File: src/pkg/fdd_pkg.sv
// Package for the form descriptor decoder: offsets, fields, types
package fdd_pkg;

   ////////////////////////////////////////////////////////////////////////
   // Register byte offsets
   localparam logic [7:0] FDD_OFF_FLAGS = 8'h00;
   localparam logic [7:0] FDD_OFF_FMASK = 8'h04;
   localparam logic [7:0] FDD_OFF_OPMASK = 8'h08;
   localparam logic [7:0] FDD_OFF_KIND = 8'h0C;
   localparam logic [7:0] FDD_OFF_PBASE = 8'h10;
   localparam logic [7:0] FDD_OFF_PBPP = 8'h14;
   localparam logic [7:0] FDD_OFF_PLINE = 8'h18;
   localparam logic [7:0] FDD_OFF_VBASE = 8'h1C;
   localparam logic [7:0] FDD_OFF_VBPP = 8'h20;
   localparam logic [7:0] FDD_OFF_VLINE = 8'h24;
   localparam logic [7:0] FDD_OFF_TILEPTR = 8'h28;
   localparam logic [7:0] FDD_OFF_CTRL = 8'h2C;
   localparam logic [7:0] FDD_OFF_STATUS = 8'h30;
   localparam logic [7:0] FDD_OFF_DECODE = 8'h34;
   localparam logic [7:0] FDD_OFF_PIXXY = 8'h38;
   localparam logic [7:0] FDD_OFF_PIXSRC = 8'h3C;
   localparam logic [7:0] FDD_OFF_PIXDST = 8'h40;
   localparam logic [7:0] FDD_OFF_PIXRD = 8'h44;

   ////////////////////////////////////////////////////////////////////////
   // Form flag fields (bit 0 is the most significant bit of the word)
   localparam int FDD_FF_PHYS = 31;
   localparam int FDD_FF_VIRT = 30;
   localparam int FDD_FF_NONE = 29;
   localparam int FDD_FF_INHIB = 28;
   localparam int FDD_FF_SINGLE = 27;
   localparam int FDD_FF_REPL = 26;

   // Rectangle flag fields
   localparam int FDD_RF_PHYS = 31;
   localparam int FDD_RF_VIRT = 30;
   localparam int FDD_RF_NONE = 29;
   localparam int FDD_RF_INHIB = 28;

   // Display kind word fields
   localparam int FDD_DK_NOBOARD = 31;
   localparam int FDD_DK_DEPTH_HI = 18;
   localparam int FDD_DK_DEPTH_LO = 16;
   localparam int FDD_DK_XFER_HI = 5;

   // Depth codes and the set of allowed depths (bit i means 2**i bits)
   localparam logic [2:0] FDD_DEPTH_C4 = 3'h2;
   localparam logic [2:0] FDD_DEPTH_C248 = 3'h3;
   localparam logic [2:0] FDD_DEPTH_C32 = 3'h5;
   localparam logic [5:0] FDD_SET_4 = 6'h04;
   localparam logic [5:0] FDD_SET_248 = 6'h0E;
   localparam logic [5:0] FDD_SET_32 = 6'h20;

   // Control bits
   localparam int FDD_CTRL_START = 0;
   localparam int FDD_CTRL_STEP = 1;

   // Descriptor layout
   localparam logic [31:0] FDD_LIST_END = 32'hFFFFFFFF;
   localparam logic [31:0] FDD_WORD_BYTES = 32'h00000004;
   localparam int FDD_WORD_SHIFT = 5;
   localparam int FDD_BYTE_SHIFT = 2;

   // Reset values
   localparam logic [31:0] FDD_RST_WORD = 32'h00000000;
   localparam logic [31:0] FDD_RST_PTR = 32'hFFFFFFFF;

   ////////////////////////////////////////////////////////////////////////
   // Walk states
   typedef enum logic [2:0] {
      FDD_IDLE = 3'b000,
      FDD_FETCH_NEXT = 3'b001,
      FDD_FETCH_FLAGS = 3'b010,
      FDD_AT_RECT = 3'b011,
      FDD_DONE = 3'b100
   } fdd_walk_t;

   // Pixel write request to the bitmap memory
   typedef struct packed {
      logic we;
      logic to_virt;
      logic [31:0] addr;
      logic [4:0] bit_pos;
      logic [31:0] data;
      logic [31:0] mask;
   } fdd_pix_wr_t;

   // Descriptor fetch request
   typedef struct packed {
      logic req;
      logic [31:0] addr;
   } fdd_mem_rd_t;

endpackage

File: src/design/fdd_form_decoder.sv
// Form descriptor decoder with APB registers and tile list walker
//
// Overview of operation
// - Flag bit 0 reports some rectangle lies on the physical bitmap.
// - Flag bit 1 reports some rectangle lies on the virtual bitmap.
// - Flag bit 2 reports some rectangle lies on neither bitmap.
// - Flag bit 3 reports some rectangle is write inhibited.
// - Flag bit 4 reports a single rectangle; clear means several.
// - Flag bit 5 replicates the low pixel byte on writes.
// - Form mask AND operation mask selects the bits drawn.
// - Pixel reads return masked bits, zero elsewhere.
// - Kind bit 0 set marks physical fields invalid; rest ignored.
// - Kind bits 13-15 decode allowed pixel depths.
// - Kind bits 26-31 give the largest pixel count per transfer.
// - First descriptor word links the next; all ones ends the walk.
// - Rectangles on neither bitmap are accepted but never drawn.
// - Nothing is drawn when both masks are zero.
// - Write-inhibited rectangles may be read but never written.
//
// The APB slave port and the register addresses were chosen for this implementation.
`timescale 1ns/1ns
module fdd_form_decoder #(
   parameter int ADDR_W = 8,
   parameter int CNT_W = 16
) (
   input wire logic clk_i,
   input wire logic rst_n_i,
   input wire logic psel_i,
   input wire logic penable_i,
   input wire logic pwrite_i,
   input wire logic [ADDR_W-1:0] paddr_i,
   input wire logic [31:0] pwdata_i,
   input wire logic [3:0] pstrb_i,
   output logic [31:0] prdata_o,
   output logic pready_o,
   output logic pslverr_o,
   output fdd_pkg::fdd_mem_rd_t mem_rd_o,
   input wire logic mem_ack_i,
   input wire logic [31:0] mem_rdata_i,
   output fdd_pkg::fdd_pix_wr_t pix_wr_o
);
   import fdd_pkg::*;

   ////////////////////////////////////////////////////////////////////////
   // Functions

   // Byte-lane merge for APB writes
   function automatic logic [31:0] strb_merge(input logic [31:0] old_v,
                                              input logic [31:0] new_v,
                                              input logic [3:0] strb);
      logic [31:0] r;
      r = old_v;
      for (int i = 0; i < 4; i++) begin
         if (strb[i]) begin
            r[i*8 +: 8] = new_v[i*8 +: 8];
         end
      end
      return r;
   endfunction

   // Bit offset of a pixel from shifts and coordinates
   function automatic logic [31:0] pix_bitoff(input logic [15:0] x,
                                              input logic [15:0] y,
                                              input logic [4:0] bpp_sh,
                                              input logic [4:0] line_sh);
      logic [31:0] lin;
      lin = ({16'h0000, y} << line_sh) + {16'h0000, x};
      return lin << bpp_sh;
   endfunction

   ////////////////////////////////////////////////////////////////////////
   // Register state
   logic [31:0] flags_q, fmask_q, opmask_q, kind_q;
   logic [31:0] pbase_q, vbase_q, tileptr_q;
   logic [4:0] pbpp_q, pline_q, vbpp_q, vline_q;
   logic [31:0] pixxy_q, pixdst_q, pixrd_q;
   logic [31:0] prdata_q;
   logic pready_q, pslverr_q;
   fdd_walk_t walk_q;
   fdd_mem_rd_t mem_rd_q;
   fdd_pix_wr_t pix_wr_q;
   logic [31:0] cur_ptr_q, next_ptr_q, rect_flags_q;
   logic [CNT_W-1:0] rect_cnt_q;

   // APB decode
   logic acc, wr_acc, addr_ok;
   logic [7:0] reg_off;
   assign reg_off = 8'(paddr_i);
   assign acc = psel_i & penable_i & pready_q;
   assign wr_acc = acc & pwrite_i;

   // Write strobes per register
   function automatic logic hit(input logic [7:0] off);
      return wr_acc & (reg_off == off) & ~pslverr_q;
   endfunction

   ////////////////////////////////////////////////////////////////////////
   // Decoded form state

   // Combined draw mask
   logic [31:0] draw_mask;
   assign draw_mask = fmask_q & opmask_q;

   logic phys_valid;
   assign phys_valid = ~kind_q[FDD_DK_NOBOARD];

   logic [2:0] depth_code;
   logic [5:0] depth_set;
   assign depth_code = kind_q[FDD_DK_DEPTH_HI:FDD_DK_DEPTH_LO];
   always_comb begin
      depth_set = 6'h00;
      if (phys_valid) begin
         case (depth_code)
            FDD_DEPTH_C4: depth_set = FDD_SET_4;
            FDD_DEPTH_C248: depth_set = FDD_SET_248;
            FDD_DEPTH_C32: depth_set = FDD_SET_32;
            default: depth_set = 6'h00;
         endcase
      end
   end

   logic [5:0] max_xfer;
   assign max_xfer = phys_valid ? kind_q[FDD_DK_XFER_HI:0] : 6'h00;

   logic [4:0] summary;
   assign summary = {flags_q[FDD_FF_SINGLE], flags_q[FDD_FF_INHIB],
                     flags_q[FDD_FF_NONE], flags_q[FDD_FF_VIRT],
                     flags_q[FDD_FF_PHYS]};

   // Placement of the rectangle in hand
   logic at_rect, on_phys, on_virt, on_none, inhib, write_ok;
   assign at_rect = (walk_q == FDD_AT_RECT);
   assign on_phys = rect_flags_q[FDD_RF_PHYS];
   assign on_virt = rect_flags_q[FDD_RF_VIRT];
   assign on_none = rect_flags_q[FDD_RF_NONE] | ~(on_phys | on_virt);
   assign inhib = rect_flags_q[FDD_RF_INHIB];

   assign write_ok = at_rect & ~inhib & ~on_none & (draw_mask != 32'h0) &
                     (on_phys ? phys_valid : 1'b1);

   logic [31:0] bitoff, wr_addr, base_sel;
   assign base_sel = on_phys ? pbase_q : vbase_q;
   assign bitoff = on_phys ?
                   pix_bitoff(pixxy_q[15:0], pixxy_q[31:16], pbpp_q, pline_q) :
                   pix_bitoff(pixxy_q[15:0], pixxy_q[31:16], vbpp_q, vline_q);
   assign wr_addr = base_sel +
                    ((bitoff >> FDD_WORD_SHIFT) << FDD_BYTE_SHIFT);

   logic [31:0] src_val;
   assign src_val = flags_q[FDD_FF_REPL] ? {4{pwdata_i[7:0]}} : pwdata_i;

   // Status and decode views
   logic [31:0] status_v, decode_v;
   assign status_v = {rect_cnt_q, 7'h00, phys_valid, write_ok, inhib,
                      on_none & at_rect, on_virt, on_phys,
                      walk_q == FDD_DONE, at_rect,
                      walk_q != FDD_IDLE && walk_q != FDD_DONE};
   assign decode_v = {10'h000, summary, phys_valid,
                      2'b00, max_xfer, 2'b00, depth_set};

   ////////////////////////////////////////////////////////////////////////
   // APB handshake: one wait cycle, then the access completes
   always_ff @(posedge clk_i) begin
      if (!rst_n_i) begin
         pready_q <= 1'b0;
         pslverr_q <= 1'b0;
      end else begin
         pready_q <= psel_i & penable_i & ~pready_q;
         pslverr_q <= psel_i & penable_i & ~pready_q & ~addr_ok;
      end
   end

   // Address map check and read mux
   logic [31:0] rd_mux;
   always_comb begin
      addr_ok = 1'b1;
      rd_mux = 32'h00000000;
      if (paddr_i[1:0] != 2'b00) begin
         addr_ok = 1'b0;
      end
      case (reg_off)
         FDD_OFF_FLAGS: rd_mux = flags_q;
         FDD_OFF_FMASK: rd_mux = fmask_q;
         FDD_OFF_OPMASK: rd_mux = opmask_q;
         FDD_OFF_KIND: rd_mux = kind_q;
         FDD_OFF_PBASE: rd_mux = pbase_q;
         FDD_OFF_PBPP: rd_mux = {27'h0, pbpp_q};
         FDD_OFF_PLINE: rd_mux = {27'h0, pline_q};
         FDD_OFF_VBASE: rd_mux = vbase_q;
         FDD_OFF_VBPP: rd_mux = {27'h0, vbpp_q};
         FDD_OFF_VLINE: rd_mux = {27'h0, vline_q};
         FDD_OFF_TILEPTR: rd_mux = tileptr_q;
         FDD_OFF_CTRL: rd_mux = 32'h00000000;
         FDD_OFF_STATUS: rd_mux = status_v;
         FDD_OFF_DECODE: rd_mux = decode_v;
         FDD_OFF_PIXXY: rd_mux = pixxy_q;
         FDD_OFF_PIXSRC: rd_mux = 32'h00000000;
         FDD_OFF_PIXDST: rd_mux = pixdst_q;
         FDD_OFF_PIXRD: rd_mux = pixrd_q;
         default: addr_ok = 1'b0;
      endcase
      if (!addr_ok) begin
         rd_mux = 32'h00000000;
      end
   end

   // Read data capture
   always_ff @(posedge clk_i) begin
      if (!rst_n_i) begin
         prdata_q <= FDD_RST_WORD;
      end else if (psel_i & penable_i & ~pready_q & ~pwrite_i) begin
         prdata_q <= rd_mux;
      end
   end

   ////////////////////////////////////////////////////////////////////////
   // Form descriptor registers
   always_ff @(posedge clk_i) begin
      if (!rst_n_i) begin
         flags_q <= FDD_RST_WORD;
         fmask_q <= FDD_RST_WORD;
         opmask_q <= FDD_RST_WORD;
         kind_q <= FDD_RST_WORD;
         pbase_q <= FDD_RST_WORD;
         vbase_q <= FDD_RST_WORD;
         tileptr_q <= FDD_RST_PTR;
      end else begin
         if (hit(FDD_OFF_FLAGS)) flags_q <= strb_merge(flags_q, pwdata_i, pstrb_i);
         if (hit(FDD_OFF_FMASK)) fmask_q <= strb_merge(fmask_q, pwdata_i, pstrb_i);
         if (hit(FDD_OFF_OPMASK)) opmask_q <= strb_merge(opmask_q, pwdata_i, pstrb_i);
         if (hit(FDD_OFF_KIND)) kind_q <= strb_merge(kind_q, pwdata_i, pstrb_i);
         if (hit(FDD_OFF_PBASE)) pbase_q <= strb_merge(pbase_q, pwdata_i, pstrb_i);
         if (hit(FDD_OFF_VBASE)) vbase_q <= strb_merge(vbase_q, pwdata_i, pstrb_i);
         if (hit(FDD_OFF_TILEPTR)) tileptr_q <= strb_merge(tileptr_q, pwdata_i, pstrb_i);
      end
   end

   // Bitmap shift registers
   always_ff @(posedge clk_i) begin
      if (!rst_n_i) begin
         pbpp_q <= 5'h00;
         pline_q <= 5'h00;
         vbpp_q <= 5'h00;
         vline_q <= 5'h00;
      end else begin
         if (hit(FDD_OFF_PBPP) & pstrb_i[0]) pbpp_q <= pwdata_i[4:0];
         if (hit(FDD_OFF_PLINE) & pstrb_i[0]) pline_q <= pwdata_i[4:0];
         if (hit(FDD_OFF_VBPP) & pstrb_i[0]) vbpp_q <= pwdata_i[4:0];
         if (hit(FDD_OFF_VLINE) & pstrb_i[0]) vline_q <= pwdata_i[4:0];
      end
   end

   ////////////////////////////////////////////////////////////////////////
   // Pixel coordinate, destination and read-back registers
   always_ff @(posedge clk_i) begin
      if (!rst_n_i) begin
         pixxy_q <= FDD_RST_WORD;
         pixdst_q <= FDD_RST_WORD;
         pixrd_q <= FDD_RST_WORD;
      end else begin
         if (hit(FDD_OFF_PIXXY)) pixxy_q <= strb_merge(pixxy_q, pwdata_i, pstrb_i);
         if (hit(FDD_OFF_PIXDST)) pixdst_q <= strb_merge(pixdst_q, pwdata_i, pstrb_i);
         if (hit(FDD_OFF_PIXRD)) pixrd_q <= pwdata_i & fmask_q;
      end
   end

   // Pixel write issue, one-cycle strobe
   always_ff @(posedge clk_i) begin
      if (!rst_n_i) begin
         pix_wr_q <= '0;
      end else begin
         pix_wr_q.we <= 1'b0;
         if (hit(FDD_OFF_PIXSRC) & write_ok) begin
            pix_wr_q.we <= 1'b1;
            pix_wr_q.to_virt <= ~on_phys;
            pix_wr_q.addr <= wr_addr;
            pix_wr_q.bit_pos <= bitoff[FDD_WORD_SHIFT-1:0];
            pix_wr_q.mask <= draw_mask;
            pix_wr_q.data <= (pixdst_q & ~draw_mask) | (src_val & draw_mask);
         end
      end
   end

   ////////////////////////////////////////////////////////////////////////
   // Tile list walker
   logic start_cmd, step_cmd;
   assign start_cmd = hit(FDD_OFF_CTRL) & pstrb_i[0] & pwdata_i[FDD_CTRL_START];
   assign step_cmd = hit(FDD_OFF_CTRL) & pstrb_i[0] & pwdata_i[FDD_CTRL_STEP];

   always_ff @(posedge clk_i) begin
      if (!rst_n_i) begin
         walk_q <= FDD_IDLE;
         mem_rd_q <= '0;
         cur_ptr_q <= FDD_RST_PTR;
         next_ptr_q <= FDD_RST_PTR;
         rect_flags_q <= FDD_RST_WORD;
         rect_cnt_q <= '0;
      end else begin
         case (walk_q)
            FDD_IDLE, FDD_DONE: begin
               if (start_cmd) begin
                  rect_cnt_q <= '0;
                  rect_flags_q <= FDD_RST_WORD;
                  cur_ptr_q <= tileptr_q;
                  if (tileptr_q == FDD_LIST_END) begin
                     walk_q <= FDD_DONE;
                  end else begin
                     walk_q <= FDD_FETCH_NEXT;
                     mem_rd_q.req <= 1'b1;
                     mem_rd_q.addr <= tileptr_q;
                  end
               end
            end
            FDD_FETCH_NEXT: begin
               if (mem_rd_q.req & mem_ack_i) begin
                  next_ptr_q <= mem_rdata_i;
                  mem_rd_q.addr <= cur_ptr_q + FDD_WORD_BYTES;
                  walk_q <= FDD_FETCH_FLAGS;
               end
            end
            FDD_FETCH_FLAGS: begin
               if (mem_rd_q.req & mem_ack_i) begin
                  rect_flags_q <= mem_rdata_i;
                  mem_rd_q.req <= 1'b0;
                  rect_cnt_q <= rect_cnt_q + CNT_W'(1);
                  walk_q <= FDD_AT_RECT;
               end
            end
            FDD_AT_RECT: begin
               if (step_cmd) begin
                  if (next_ptr_q == FDD_LIST_END) begin
                     walk_q <= FDD_DONE;
                     rect_flags_q <= FDD_RST_WORD;
                  end else begin
                     cur_ptr_q <= next_ptr_q;
                     mem_rd_q.req <= 1'b1;
                     mem_rd_q.addr <= next_ptr_q;
                     walk_q <= FDD_FETCH_NEXT;
                  end
               end
            end
            default: begin
               walk_q <= FDD_IDLE;
               mem_rd_q.req <= 1'b0;
            end
         endcase
      end
   end

   ////////////////////////////////////////////////////////////////////////
   // Outputs
   assign prdata_o = prdata_q;
   assign pready_o = pready_q;
   assign pslverr_o = pslverr_q;
   assign mem_rd_o = mem_rd_q;
   assign pix_wr_o = pix_wr_q;

endmodule

File: config.mk
export PLATFORM = sky130hd
export DESIGN_NAME = fdd_form_decoder
export DESIGN_NICKNAME = d
export VERILOG_FILES = /design/src/pkg/fdd_pkg.sv /design/src/design/fdd_form_decoder.sv
export SDC_FILE = /design/constraint.sdc
export NUM_CORES = 2
export LEC_CHECK = 0
export BUFFER_PORTS_ARGS = -buffer_cell sky130_fd_sc_hd__buf_2
export CAP_MARGIN = 20
export CORE_UTILIZATION = 40
export DETAILED_ROUTE_END_ITERATION = 10
export SYNTH_ARGS = -nofsm -noshare
export SYNTH_HDL_FRONTEND = slang
export SYNTH_SLANG_ARGS = --single-unit
File: constraint.sdc
create_clock -name clk_i -period 8.4 [get_ports clk_i]
set_input_delay 0.84 -clock clk_i [delete_from_list [all_inputs] [get_ports clk_i]]
set_output_delay 0.84 -clock clk_i [all_outputs]
set_load 0.01 [all_outputs]
* Word-level counts from Yosys, hierarchy flattened
Index checks and enable logic that the tools add are counted. W data, S select, Z words.
Word-level totals: bits in registers 625, input bits 82, output and inout bits 170
Operators by class: $add $sub $neg 5, equality and inequality tests 34, shift operators 4, mux-type cells 39, bitwise logic cells 70, reduce and logical (&&, ||, !) cells 55
Operators with widths (number):
- $pmux W32 S16 | 1
- $mux W32 | 12
- $pmux W32 S3 | 2
- $mux W33 | 4
- $and A32 B32 Y32 | 4
- $mux W103 | 1
- $reduce_and A2 Y1 | 37
- $add A32 B16 Y32 | 2
- $eq A32 B32 Y1 const B | 2
- $eq A8 B6 Y1 const B | 8
- $pmux W32 S2 | 1
- $shl A16 B5 Y32 | 2
- $shl A32 B5 Y32 | 2
- $and A1 B1 Y1 | 52
- $add A32 B29 Y32 | 1
- $add A32 B3 Y32 const B | 1
- $eq A8 B5 Y1 const B | 4
- $mux W16 | 2
- $not A32 Y32 | 1
- $or A32 B32 Y32 | 1
- $pmux W16 S2 | 1
- $reduce_bool A32 Y1 | 1
- $mux W3 | 6
- $pmux W6 S3 | 1
- other kinds (27) | 58

* Logic depth before layout (Yosys ltp)
depth after elaboration 9, gate-level depth with buffers 34

* Worst setup path after synthesis
No wires, ideal clock.
kind reg2reg, from register vline_q[1], to register pix_wr_q (netlist bit pix_wr_o[99]), arrival time 7.119 ns, path slack 1.207 ns, cell stages (with the launch flop) 33, buffers on the path 4, period minus slack after synthesis 7.193 ns, cells stage by stage dfxtp_1 -> buf_2 -> buf_2 -> buf_2 -> buf_2 -> mux4_2 -> a211oi_1 -> a21oi_1 -> and2_1 -> ha_1 -> and4_1 -> nand3_1 -> a2111oi_0 -> o32a_1 -> nand4_1 -> mux2_2 -> a21oi_1 -> mux4_2 -> nor2_1 -> a211o_1 -> a22oi_1 -> ha_1 -> nand2_1 -> nand2b_1 -> a21o_1 -> a21o_1 -> a21o_1 -> a2111oi_0 -> a21oi_1 -> a31oi_1 -> nor2b_1 -> or4_1 -> a31oi_1
Between the ends: word-level cells in the longest chain between the ends 5
RTL lines:
- start: declaration | line fdd_form_decoder.sv:75 | logic [4:0] pbpp_q, pline_q, vbpp_q, vline_q;
- start signal: assignment | line fdd_form_decoder.sv:249 | if (hit(FDD_OFF_VLINE) & pstrb_i[0]) vline_q <= pwdata_i[4:0];
- $shl A16 B5 Y32 | line fdd_form_decoder.sv:67 | lin = ({16'h0000, y} << line_sh) + {16'h0000, x};
- $add A32 B16 Y32 | line fdd_form_decoder.sv:67
- $shl A32 B5 Y32 | line fdd_form_decoder.sv:68 | return lin << bpp_sh;
- $mux W32 | line fdd_form_decoder.sv:143 | assign bitoff = on_phys ?
- $add A32 B29 Y32 | line fdd_form_decoder.sv:146 | assign wr_addr = base_sel +
- end: declaration | line fdd_form_decoder.sv:81 | fdd_pix_wr_t pix_wr_q;
No other way between the ends. A chain may end at the register's enable or synchronous reset.

* Final worst setup path
from register pixxy_q[17], to register pix_wr_q (netlist bit pix_wr_o[100])
Between the ends: word-level cells in the longest chain between the ends 5
RTL lines:
- start: declaration | line fdd_form_decoder.sv:76 | logic [31:0] pixxy_q, pixdst_q, pixrd_q;
- start signal: assignment | line fdd_form_decoder.sv:261 | if (hit(FDD_OFF_PIXXY)) pixxy_q <= strb_merge(pixxy_q, pwdata_i, pstrb_i);
- $shl A16 B5 Y32 | line fdd_form_decoder.sv:67
- $add A32 B16 Y32 | line fdd_form_decoder.sv:67
- $shl A32 B5 Y32 | line fdd_form_decoder.sv:68
- $mux W32 * | line fdd_form_decoder.sv:143
- $add A32 B29 Y32 * | line fdd_form_decoder.sv:146
Every way passes the cells marked *; elsewhere a longest branch is shown, timed or not.

==> reports/qor.yml <==
status:
  status: "finished clean"
detailed_routing:
  wl_per_cell_microns: 26.3
  first_pass_iters: 9
  ant_nets: 0
  viasPerCell: 6.30
  drtIter0Drc: 5164
  via_count: 38700
  wirelength_microns: 162000
  post-route-drc-count: 0
global_routing:
  grt_pass1_wl_microns: 237000
  grt_usage: 0.337
  gr-total-overflow: 0
  antenna_found_initial: 2
  grt_pass1_vias: 35100
  grt_max_degree: 97
worst_setup_path:
  end_kind: "flip-flop"
  path_class: "flip-flop to flip-flop"
  worstPathMaxFanout: 13
  critPathLaunch: "pixxy_q[17]"
  cpMaxStageDelayCell: "a2111oi_0"
  r2r_start: "pixxy_q[17]"
  worstSetupStartpointType: "flip-flop"
  critPathArrivalTime_ps: 8350
  cpMostUsedCell: "a21o_1"
  max_stage_delay_ps: 840
  cp.required_ps: 8910
synth:
  synth_top_family_by_area: "simple AND/OR/NAND/NOR gates"
  async_flop_share: 0
  synth_adder_area_share: 0.0226
  synth_compound_area_frac: 0.237
  synth_seq_area_share: 0.328
  yosys_register_bits: 597
  syn_area_sq_um: 36500
  synth_xor_area_frac: 0.0250
  synth_simple_gate_area_frac: 0.246
  synthFlopType: "dfxtp_1"
  synth_edf_count: 0
  synthMuxAreaShare: 0.0951
  synth.distinct_cells: 96
  syn_nets: 5018
  yosys-top-cells-count: "1114 x nand2_1, 597 x dfxtp_1, 596 x a21oi_1"
  postSynthCellCount: 4872
  syn_avg_cell_area_sq_um: 7.48
  yosysTopAreaCellShare: 0.328
  yosys-top-cells-area: "dfxtp_1 33%, nand2_1 11%, a21oi_1 8.2%"
  post-synth-top-count-cell: "nand2_1"
  yosys.area.top_type: "dfxtp_1"
  synth-warning-count: 0
finish:
  largest_reg_flops: 103
  syn_to_final_growth_pct: 11.9
  fin_area_sq_um: 40800
  fin_nets: 5068
  drive_gt1_frac: 0.133
  nFillCells: 9135
placement:
  io_buffer_count: 251
  place_congestion: 0.989
  dpl_cell_area_sq_um: 38500
  dp_slack_ps: 434
  hpwl_microns: 120000
power_and_ir_drop:
  pwr-share-seq: 0.468
  p_switching_mw: 1.42
  cell_internal_pwr_mw: 4.63
  clkPwrFrac: 0.505
  switching_share: 0.235
  leakagePower_nw: 15.2
  p_per_area_nw_per_um2: 148
  ir_worst_vdd_uv: 159
  fin_total_pwr_mw: 6.05
  comb_power_share: 0.027
timing:
  worst_slew_pin_slew_ps: 1110
  post-route-min-period_ps: 7840
  min_period_over_period: 0.933
  fin_ws_ps: 563
  final.setup.tns_ps: 0
  hold_viol: 0
  fmax_mhz: 128
  slew_violations: 0
  setup_violations: 0
  skew_ps: 30.1
  rsz0062_at_grt: "false"
  whs_ps: 403
  slew_headroom: 0.254
floorplanning:
  die_h_microns: 304
  dieArea_sq_um: 92400
  io_pins: 252
  rows: 110
  die_w_microns: 304
  core_area_sq_um: 90100
  initial_utilization: 0.404
clocking:
  h-tree-depth: 3
  cts_root_buffer: "clkbuf_16"
  clk_pin_slew_ps: 60
  cts_setup_buffers: 0
  hold_buffers: 0
  cts_buffers: 70
  clk_latency_ps: 640
  clockBufferDepth: 3
  clock_sink_count: 597
  cts_tree: "yes"
worst_hold_path:
  hold_start: "mem_rdata_i[13]"
  hp-class: "input pin to flip-flop"
job:
  max_cap_viol_count: 0
==> critical path: cells and delay by family (launching register included) <==
kind | cells | cell delay (ps)
buffers and inverters | 1 | 170
AOI/OAI and AO/OA | 14 | 4090
adders and majority gates | 2 | 550
and+or+nand+nor | 4 | 650
DFF | 1 | 780
muxes | 4 | 1460
==> worst paths after layout <==
| kind | end | slack, ps | cells past startpoint |
|---|---|---|---|
| worst max register to register | pix_wr_o[100] | 560 | 25 |
| worst min-delay path | next_ptr_q[13] | 400 | 3 |
| worst max-delay path | pix_wr_o[100] | 560 | 25 |
| worst min register to register | pix_wr_o[87] | 450 | 2 |
==> final cells by class <==
cell class                      instances  area [sq um]  area share
Clock buffer                          102          1990      0.0488
Clock inverter                         19           235     0.00577
Inverter                               41           161     0.00396
Antenna cell                            4          10.0    0.000245
Tap cell                             1176          1470      0.0361
Sequential cell                       597         12000       0.293
Timing Repair Buffer                  356          2070      0.0507
Multi-Input combinational cell       3856         22900       0.561
==> power groups by stage <==
stage | registers [mW] | clock network (mW) | logic (mW)
floorplan | 2.89 | 0 | 0.0776
global placement | 2.89 | 0 | 0.155
detailed placement | 2.89 | 0 | 0.154
CTS | 2.83 | 3.08 | 0.155
global route | 2.83 | 3.19 | 0.165
finish | 2.83 | 3.05 | 0.162
==> through the flow <==
step / cells / util
finish: 6151 / 0.453
global route: 6147 / 0.452
CTS: 6145 / 0.452
detailed placement: 6024 / 0.427
global placement: 6024 / 0.427
floorplan: 4872 / -
==> cell families (layout without fill, tap and decap cells) <==
group	after synthesis	after routing
xor+xnor	104	104
mux	265	265
other cells	0	4
compound gates	1338	1338
buf+inv	419	518
flops	597	597
fa+ha+maj	64	64
simple gates	2085	2085
==> repair_timing <==
item,4_1_cts,5_1_grt
resized for setup,0,10
endpoints found under the setup margin,0,4
endpoints found under the hold margin,0,0
==> layer usage <==
| metal | vias up | global-route usage | part of all wire |
|---|---|---|---|
| li1 | 17700 | - | - |
| met1 | 18600 | 0.455 | 0.41 |
| met2 | 2116 | 0.506 | 0.43 |
| met3 | 336 | 0.0676 | 0.10 |
| met4 | 2 | 0.176 | 0.057 |
| met5 | - | 0 | 0.000080 |
==> placed cells by master, fill, tap and decap left out, types with 70 or more instances in the layout <==
cell type  count
nand3_1      200
mux2_2        81
clkbuf_16     70
buf_4        104
buf_2        250
nor2_1       425
mux2i_1      125
dfxtp_1      590
nand2_1     1113
a21oi_1      595
o21ai_0      140
No activity file was read; power rests on OpenSTA's default activity.
